[src/core/ptt_pkg.sv]
// periodic tick timer: shared constants, register map and field layout
// assumes a 100 MHz aclk taken as the core input clock of the tick logic
//==========================================================================
// Overview of operation
// [RULE1] 11-bit modulus counter loaded from count field
// [RULE2] tick logic runs on core input clock
// [RULE3] divide clock by four after prescaling
// [RULE4] interrupt request each time counter reaches zero
// [RULE5] reload from bits 11..1, keep counting
// [RULE6] software changes count only while disabled
// [RULE7] tick replaces port b bit 8, level 4, mask bit1
// [RULE8] enabled timer silences port b bit 8 interrupts
// [RULE9] period is (count+1) times prescale times four
// [RULE10] bit 12 selects divide by 512 prescale
// [RULE11] bit 15 turns periodic timer on/off
// [RULE12] bits 14..13 read zero, ignore writes
// [RULE13] register access only in normal mode
// [RULE14] prescaler not cleared on enable
// [RULE15] exact spacing regardless of service latency
// [RULE16] disable halts; enable reloads counter first
package ptt_pkg;

    // register byte addresses
    localparam logic [11:0] PTT_CTRL_OFFSET   = 12'h0F0;
    localparam logic [11:0] PTT_STATUS_OFFSET = 12'h0F4;
    localparam logic [11:0] PTT_MASK_OFFSET   = 12'h0F8;
    localparam logic [11:0] PTT_COUNT_OFFSET  = 12'h0FC;

    // control register fields
    localparam int          PTT_EN_BIT        = 15;
    localparam int          PTT_PRE_BIT       = 12;
    localparam int          PTT_CNT_LSB       = 1;
    localparam int          PTT_CNT_W         = 11;
    localparam logic [15:0] PTT_CTRL_RESET    = 16'h0000;

    // interrupt status and mask layout, tick event sits at bit 1
    localparam int          PTT_EVT_BIT       = 1;

    // dividers
    localparam int          PTT_PRESCALE      = 512;
    localparam int          PTT_PRE_W         = 9;
    localparam int          PTT_DIV           = 4;
    localparam int          PTT_DIV_W         = 2;
    localparam logic [2:0]  PTT_IRQ_LEVEL     = 3'h4;

    // axi responses
    localparam logic [1:0]  PTT_RESP_OKAY     = 2'h0;
    localparam logic [1:0]  PTT_RESP_SLVERR   = 2'h2;

    typedef enum logic [1:0] {
        PTT_REG_CTRL,
        PTT_REG_STATUS,
        PTT_REG_MASK,
        PTT_REG_COUNT
    } ptt_reg_e;

endpackage

[src/core/ptt_timer.sv]
// periodic tick timer with axi4-lite register slave
// assumes a single 100 MHz clock and a synchronous active-low reset
//
// Chosen here: register access over AXI4-Lite.
`timescale 1ns/1ps

module ptt_timer #(
    parameter int ADDR_W = 12
) (
    input  wire logic              aclk,
    input  wire logic              aresetn,
    input  wire logic [ADDR_W-1:0] s_axi_awaddr,
    input  wire logic              s_axi_awvalid,
    output logic                   s_axi_awready,
    input  wire logic [31:0]       s_axi_wdata,
    input  wire logic [3:0]        s_axi_wstrb,
    input  wire logic              s_axi_wvalid,
    output logic                   s_axi_wready,
    output logic [1:0]             s_axi_bresp,
    output logic                   s_axi_bvalid,
    input  wire logic              s_axi_bready,
    input  wire logic [ADDR_W-1:0] s_axi_araddr,
    input  wire logic              s_axi_arvalid,
    output logic                   s_axi_arready,
    output logic [31:0]            s_axi_rdata,
    output logic [1:0]             s_axi_rresp,
    output logic                   s_axi_rvalid,
    input  wire logic              s_axi_rready,
    input  wire logic              low_power_mode,
    input  wire logic              port_b_bit8_line,
    output logic                   irq,
    output logic [2:0]             irq_level
);

    //======================================================================
    // address decode
    //======================================================================

    // map a byte address to a register, flag unmapped ones
    function automatic logic decode(input logic [ADDR_W-1:0] addr, output ptt_pkg::ptt_reg_e sel);
        logic hit;
        hit = 1'b1;
        sel = ptt_pkg::PTT_REG_CTRL;
        if (addr == ADDR_W'(ptt_pkg::PTT_CTRL_OFFSET)) begin
            sel = ptt_pkg::PTT_REG_CTRL;
        end else if (addr == ADDR_W'(ptt_pkg::PTT_STATUS_OFFSET)) begin
            sel = ptt_pkg::PTT_REG_STATUS;
        end else if (addr == ADDR_W'(ptt_pkg::PTT_MASK_OFFSET)) begin
            sel = ptt_pkg::PTT_REG_MASK;
        end else if (addr == ADDR_W'(ptt_pkg::PTT_COUNT_OFFSET)) begin
            sel = ptt_pkg::PTT_REG_COUNT;
        end else begin
            hit = 1'b0;
        end
        return hit;
    endfunction

    //======================================================================
    // state
    //======================================================================

    logic                             ctrl_en;
    logic                             ctrl_pre;
    logic [ptt_pkg::PTT_CNT_W-1:0]    ctrl_cnt;
    logic                             stat_evt;
    logic                             mask_evt;
    logic                             aw_held;
    logic                             w_held;
    logic [ADDR_W-1:0]                aw_addr;
    logic [31:0]                      w_data;
    logic [3:0]                       w_strb;
    logic                             next_ctrl_en;
    logic                             next_ctrl_pre;
    logic [ptt_pkg::PTT_CNT_W-1:0]    next_ctrl_cnt;
    logic                             next_stat_evt;
    logic                             next_mask_evt;
    logic                             next_aw_held;
    logic                             next_w_held;
    logic [ADDR_W-1:0]                next_aw_addr;
    logic [31:0]                      next_w_data;
    logic [3:0]                       next_w_strb;
    logic                             next_bvalid;
    logic [1:0]                       next_bresp;
    logic                             next_rvalid;
    logic [1:0]                       next_rresp;
    logic [31:0]                      next_rdata;
    logic                             next_irq;

    logic                             run;
    logic [ptt_pkg::PTT_PRE_W-1:0]    pre_cnt;
    logic [ptt_pkg::PTT_DIV_W-1:0]    div_cnt;
    logic [ptt_pkg::PTT_CNT_W-1:0]    mod_cnt;
    logic                             tick_evt;
    logic                             next_run;
    logic [ptt_pkg::PTT_PRE_W-1:0]    next_pre_cnt;
    logic [ptt_pkg::PTT_DIV_W-1:0]    next_div_cnt;
    logic [ptt_pkg::PTT_CNT_W-1:0]    next_mod_cnt;
    logic                             next_tick_evt;

    //======================================================================
    // tick counter
    //======================================================================

    // prescale, divide by four, count down, reload at zero
    always_comb begin
        logic pre_step;
        pre_step      = 1'b0;
        next_run      = run;
        next_pre_cnt  = pre_cnt;
        next_div_cnt  = div_cnt;
        next_mod_cnt  = mod_cnt;
        next_tick_evt = 1'b0;
        if (!ctrl_en) begin
            next_run = 1'b0;                                        // [RULE16]
        end else if (!run) begin
            next_run     = 1'b1;
            next_mod_cnt = ctrl_cnt;                                // [RULE16]
        end else begin
            if (ctrl_pre) begin
                // counts only while running, never cleared on enable
                next_pre_cnt = pre_cnt + 1'b1;                      // [RULE14]
                pre_step     = (pre_cnt == ptt_pkg::PTT_PRE_W'(ptt_pkg::PTT_PRESCALE - 1)); // [RULE10]
            end else begin
                pre_step = 1'b1;                                    // [RULE10]
            end
            if (pre_step) begin
                next_div_cnt = div_cnt + 1'b1;                      // [RULE3]
                if (div_cnt == ptt_pkg::PTT_DIV_W'(ptt_pkg::PTT_DIV - 1)) begin
                    if (mod_cnt == '0) begin
                        next_tick_evt = 1'b1;                       // [RULE4]
                        next_mod_cnt  = ctrl_cnt;                   // [RULE5] [RULE9] [RULE15]
                    end else begin
                        next_mod_cnt = mod_cnt - 1'b1;              // [RULE1]
                    end
                end
            end
        end
    end

    // tick counter registers, all on the core input clock
    always_ff @(posedge aclk) begin                                 // [RULE2]
        if (!aresetn) begin
            run      <= 1'b0;
            pre_cnt  <= '0;
            div_cnt  <= '0;
            mod_cnt  <= '0;
            tick_evt <= 1'b0;
        end else begin
            run      <= next_run;
            pre_cnt  <= next_pre_cnt;
            div_cnt  <= next_div_cnt;
            mod_cnt  <= next_mod_cnt;
            tick_evt <= next_tick_evt;
        end
    end

    //======================================================================
    // register slave and interrupt
    //======================================================================

    // bus handshakes, register writes, reads and interrupt status
    always_comb begin
        logic     hit;
        logic     src_evt;
        ptt_pkg::ptt_reg_e sel;
        logic [15:0] ctrl_rd;
        hit           = 1'b0;
        src_evt       = 1'b0;
        sel           = ptt_pkg::PTT_REG_CTRL;
        next_ctrl_en  = ctrl_en;
        next_ctrl_pre = ctrl_pre;
        next_ctrl_cnt = ctrl_cnt;
        next_stat_evt = stat_evt;
        next_mask_evt = mask_evt;
        next_aw_held  = aw_held;
        next_w_held   = w_held;
        next_aw_addr  = aw_addr;
        next_w_data   = w_data;
        next_w_strb   = w_strb;
        next_bvalid   = s_axi_bvalid;
        next_bresp    = s_axi_bresp;
        next_rvalid   = s_axi_rvalid;
        next_rresp    = s_axi_rresp;
        next_rdata    = s_axi_rdata;
        // bits 14..13 and bit 0 always zero
        ctrl_rd = {ctrl_en, 2'b00, ctrl_pre, ctrl_cnt, 1'b0};      // [RULE12]
        // capture address and data independently
        if (s_axi_awvalid && s_axi_awready) begin
            next_aw_held = 1'b1;
            next_aw_addr = s_axi_awaddr;
        end
        if (s_axi_wvalid && s_axi_wready) begin
            next_w_held = 1'b1;
            next_w_data = s_axi_wdata;
            next_w_strb = s_axi_wstrb;
        end
        if (s_axi_bvalid && s_axi_bready) begin
            next_bvalid = 1'b0;
        end
        // perform the write once both halves are held
        if (aw_held && w_held && !s_axi_bvalid) begin
            next_aw_held = 1'b0;
            next_w_held  = 1'b0;
            next_bvalid  = 1'b1;
            hit          = decode(aw_addr, sel);
            if (!hit || low_power_mode) begin
                next_bresp = ptt_pkg::PTT_RESP_SLVERR;              // [RULE13]
            end else begin
                next_bresp = ptt_pkg::PTT_RESP_OKAY;
                unique case (sel)
                    ptt_pkg::PTT_REG_CTRL: begin
                        if (w_strb[1]) begin
                            next_ctrl_en  = w_data[ptt_pkg::PTT_EN_BIT];    // [RULE11]
                            next_ctrl_pre = w_data[ptt_pkg::PTT_PRE_BIT];   // [RULE10]
                        end
                        // count is locked while the timer runs
                        if (!ctrl_en) begin                         // [RULE6]
                            if (w_strb[0]) begin
                                next_ctrl_cnt[6:0] = w_data[7:1];
                            end
                            if (w_strb[1]) begin
                                next_ctrl_cnt[10:7] = w_data[11:8];
                            end
                        end
                    end
                    ptt_pkg::PTT_REG_STATUS: begin
                        if (w_strb[0] && w_data[ptt_pkg::PTT_EVT_BIT]) begin
                            next_stat_evt = 1'b0;
                        end
                    end
                    ptt_pkg::PTT_REG_MASK: begin
                        if (w_strb[0]) begin
                            next_mask_evt = w_data[ptt_pkg::PTT_EVT_BIT];   // [RULE7]
                        end
                    end
                    ptt_pkg::PTT_REG_COUNT: begin
                    end
                endcase
            end
        end
        // tick replaces port b bit 8 as the source while enabled
        src_evt = ctrl_en ? tick_evt : port_b_bit8_line;            // [RULE8] [RULE7]
        if (src_evt) begin
            next_stat_evt = 1'b1;                                   // [RULE4]
        end
        // read channel
        if (s_axi_rvalid && s_axi_rready) begin
            next_rvalid = 1'b0;
        end
        if (s_axi_arvalid && s_axi_arready) begin
            next_rvalid = 1'b1;
            next_rdata  = '0;
            hit         = decode(s_axi_araddr, sel);
            if (!hit || low_power_mode) begin
                next_rresp = ptt_pkg::PTT_RESP_SLVERR;              // [RULE13]
            end else begin
                next_rresp = ptt_pkg::PTT_RESP_OKAY;
                unique case (sel)
                    ptt_pkg::PTT_REG_CTRL:   next_rdata[15:0] = ctrl_rd;
                    ptt_pkg::PTT_REG_STATUS: next_rdata[ptt_pkg::PTT_EVT_BIT] = stat_evt;
                    ptt_pkg::PTT_REG_MASK:   next_rdata[ptt_pkg::PTT_EVT_BIT] = mask_evt;
                    ptt_pkg::PTT_REG_COUNT:  next_rdata[ptt_pkg::PTT_CNT_W-1:0] = mod_cnt;
                endcase
            end
        end
        next_irq = next_stat_evt && next_mask_evt;                  // [RULE7]
    end

    // slave and register flops
    always_ff @(posedge aclk) begin
        if (!aresetn) begin
            ctrl_en       <= ptt_pkg::PTT_CTRL_RESET[ptt_pkg::PTT_EN_BIT];
            ctrl_pre      <= ptt_pkg::PTT_CTRL_RESET[ptt_pkg::PTT_PRE_BIT];
            ctrl_cnt      <= ptt_pkg::PTT_CTRL_RESET[11:1];
            stat_evt      <= 1'b0;
            mask_evt      <= 1'b0;
            aw_held       <= 1'b0;
            w_held        <= 1'b0;
            aw_addr       <= '0;
            w_data        <= '0;
            w_strb        <= '0;
            s_axi_awready <= 1'b0;
            s_axi_wready  <= 1'b0;
            s_axi_bvalid  <= 1'b0;
            s_axi_bresp   <= ptt_pkg::PTT_RESP_OKAY;
            s_axi_arready <= 1'b0;
            s_axi_rvalid  <= 1'b0;
            s_axi_rresp   <= ptt_pkg::PTT_RESP_OKAY;
            s_axi_rdata   <= '0;
            irq           <= 1'b0;
            irq_level     <= 3'h0;
        end else begin
            ctrl_en       <= next_ctrl_en;
            ctrl_pre      <= next_ctrl_pre;
            ctrl_cnt      <= next_ctrl_cnt;
            stat_evt      <= next_stat_evt;
            mask_evt      <= next_mask_evt;
            aw_held       <= next_aw_held;
            w_held        <= next_w_held;
            aw_addr       <= next_aw_addr;
            w_data        <= next_w_data;
            w_strb        <= next_w_strb;
            s_axi_awready <= !next_aw_held;
            s_axi_wready  <= !next_w_held;
            s_axi_bvalid  <= next_bvalid;
            s_axi_bresp   <= next_bresp;
            s_axi_arready <= !next_rvalid;
            s_axi_rvalid  <= next_rvalid;
            s_axi_rresp   <= next_rresp;
            s_axi_rdata   <= next_rdata;
            irq           <= next_irq;
            irq_level     <= ptt_pkg::PTT_IRQ_LEVEL;                // [RULE7]
        end
    end

endmodule

[config.mk]
export PLATFORM = sky130hd
export DESIGN_NAME = ptt_timer
export DESIGN_NICKNAME = d
export VERILOG_FILES = /design/src/core/ptt_pkg.sv /design/src/core/ptt_timer.sv
export SDC_FILE = /design/constraint.sdc
export NUM_CORES = 1
export LEC_CHECK = 0
export BUFFER_PORTS_ARGS = -buffer_cell sky130_fd_sc_hd__buf_2
export CORE_MARGIN = 3
export CORE_UTILIZATION = 45
export DETAILED_ROUTE_END_ITERATION = 8
export GPL_TIMING_DRIVEN = 0
export PLACE_DENSITY = 0.7
export SYNTH_ARGS = -nofsm -noshare
export SYNTH_HDL_FRONTEND = slang
export SYNTH_SLANG_ARGS = --single-unit
[constraint.sdc]
create_clock -name aclk -period 4.4 [get_ports aclk]
set_clock_uncertainty 0.15 [all_clocks]
set_input_delay 0.44 -clock aclk [delete_from_list [all_inputs] [get_ports aclk]]
set_output_delay 0.44 -clock aclk [all_outputs]
set_load 0.01 [all_outputs]
==> results.yml <==
yosys:
  synthFlopType: "dfxtp_1"
  yosys.area_share.simple_pct: 23.9
  synth_top_cell_area_share_pct: 44.8
  synth_xor_area_share_pct: 1.51
  syn_inst: 493
  synth_area_um2: 4060
  synthMuxAreaShare_pct: 5.17
  netlist_top_cells_area: "dfxtp_1 (45%), nand2_1 (10%), a21oi_1 (5.5%)"
  synth_edf_count: 0
  synthArstFlopShare_pct: 0
  netlist.top_cell.by_area: "dfxtp_1"
  synth_top_family_by_area: "simple AND/OR/NAND/NOR gates"
  synth_seq_cells: 91
  synthAdderAreaFrac_pct: 2.16
  avgSynthCellArea_um2: 8.24
  synth-compound-area-share_pct: 14.3
  synth.yosys.seq_area_share_pct: 44.8
  yosysWarnings: 0
  synth_cell_types: 52
grt:
  antenna_found_initial: 0
  grt_pass1_vias: 3444
  grt_max_degree: 15
  grt_overflow: 0
  grt_use_total_pct: 19.8
  grt_pass1_wl_mm: 16.2
critical_path:
  reg2reg_from: "pre_cnt[0]"
  critical_path_class: "reg -> reg"
  max_stage_delay_ps: 380
  cp_slowest_cell: "dfxtp_1"
  critical_path.endpoint_type: "flip-flop"
  cp.required_ps: 4510
  worstPathArrival_ps: 2550
  crit_buf_inv: 1
  crit_start: "pre_cnt[0]"
  start_kind: "flip-flop"
  cpMostUsedCell: "ha_1"
  cp_max_fo: 9
  cpLargestDelayFamily: "simple AND/OR/NAND/NOR gates"
  crit_chain: "ha_1, nand3_1, nor2_1, ha_1, nand2b_1, a31o_2, clkbuf_1, nand2_1, o31ai_1"
pwr:
  seqPwrFrac_pct: 51.8
  p_sw_share_pct: 22.2
  power.switching_uw: 366
  power_frac_comb_pct: 7.1
  power.leakage_uw: 0.00202
  p_per_area_nw_per_um2: 339
  clockPowerShare_pct: 41.1
  vdd_drop_max_uv: 192
  p_int_uw: 1280
clock_network:
  cts_buffer_depth: 2
  cts_hold_buf: 0
  cts_tree: "built"
  numCtsBuffers: 9
  root_buffer: "clkbuf_8"
  clk_latency_ps: 340
  cts_setup_buffers: 0
  htree_levels: 3
  cts.sinks: 91
  clk_pin_slew_ps: 90
  ctsResizeCount: 0
placement:
  dpl.cell_count: 692
  dp_hpwl_mm: 7.49
  io_buffers: 70
  dp_slack_ps: 1870
  gp_congestion: 0.869
timing:
  rsz0062_at_grt: "false"
  setup_viol: 0
  fmax_mhz: 409
  worst_slack_ps: 1950
  finalCritPeriodShare_pct: 55.6
  finalSetupTns_ps: 0
  timing.hold.ws_ps: 149
  finalMaxSlewViolations: 0
  finalHoldViolCount: 0
  maxSlewHeadroom_pct: 46.7
  worst_slew_pin_slew_ps: 795
  fin_crit_ps: 2450
drt:
  viasPerCell: 5.12
  wl_per_cell_um: 13.9
  final_antenna_net_count: 0
  firstDrtPassIters: 5
  vias: 3623
  first_iter_violations: 153
  routed_wl_mm: 9.84
  route.detailed.drc: 0
status:
  outcome: "completed"
layout:
  layout_common_cells: "nand2_1 (113), dfxtp_1 (91), buf_2 (71)"
  syn_to_final_growth_pct: 19.8
  mostFrequentLayoutCell: "nand2_1"
  fin_cells: 707
  multi_input_comb_area_um2: 2000
  nNetsFinal: 671
  n_fill_cell: 849
  drive_gt1_share_pct: 18.5
  insertedDiodeCount: 0
  seqCellArea_um2: 1820
die:
  dieArea_um2: 10200
  rows: 34
  core_area_um2: 8760
  fp.dieH_um: 101
  initial_core_util_pct: 46.4
  io-pin-count: 114
  die_width_um: 101
run:
  maxCapViolations: 0
hold_path:
  min_from: "aresetn"
  hp-class: "in -> reg"
sequential cells by signal, indices dropped and copies added (netlist names), 2 cells and up:
signal	flops
aw_addr	12
pre_cnt	9
div_cnt	2
s_axi_rdata	14
ctrl_cnt	11
w_data	13
w_strb	2
mod_cnt	11
metrics by stage:
step	power, uW	area [um2]	utilization (%)
4_1_cts	1660	4870	55.6
2_1_floorplan	945	4140	-
6_report	1650	4870	55.6
3_5_place_dp	992	4630	52.8
3_3_place_gp	990	4630	52.8
5_1_grt	1710	4870	55.6
cell type report:
cell class	instances	area share, %
inverter	9	0.694
sequential	91	37.4
timing repair buffer	70	7.20
clock buffer	11	2.90
multi-input combinational	363	41.0
tap	108	2.78
buffer	51	5.96
clock inverter	4	2.03
cells in the mapped netlist, types with 4 or more instances:
master,count
o22ai_1,5
mux2i_1,21
nor2_1,25
nand3_1,12
o21ai_0,23
clkbuf_1,26
nand2b_1,4
xnor2_1,4
or3_1,7
a22oi_1,10
ha_1,7
nor3_1,6
a21oi_1,45
and2_1,7
inv_1,8
dfxtp_1,91
or4_1,5
nor4_1,4
nand2_1,113
buf_4,22
per-layer routing:
metal	track usage [%]	wire (um)	vias to the layer above
li1	-	-	1858
met1	26.8	4550	1646
met2	32.6	4660	107
met3	2.77	501	12
met4	6.24	122	0
met5	0	0	-
logic make-up after synthesis:
kind of cell	Yosys count
other	1
adder cells (fa/ha/maj)	7
AO/OA/AOI/OAI	99
multiplexers	21
XOR/XNOR	7
buffers and inverters	60
flip-flops	91
AND/OR/NAND/NOR	207
power groups by stage:
stage          Combinational, uW  Clock (uW)  Sequential (uW)
2_1_floorplan               72.1           0              873
3_3_place_gp                 116           0              874
3_5_place_dp                 118           0              874
4_1_cts                      119         689              855
5_1_grt                      134         723              858
6_report                     118         678              855
worst paths after layout:
check                         to  depth (start not counted)  slack, ps
hold / removal      irq_level[2]                          1        150
setup / recovery     mod_cnt[10]                          9       1950
hold reg to reg   s_axi_rdata[3]                          2        300
setup reg to reg     mod_cnt[10]                          9       1950
worst reg2reg max path, delay by kind of cell, from the launching register on:
family	cells	cell delay, ps
compound gates	2	460
buf+inv	1	340
simple gates	4	670
fa+ha+maj	2	370
flops	1	380
Note: power is estimated with default switching activity, not from simulation.
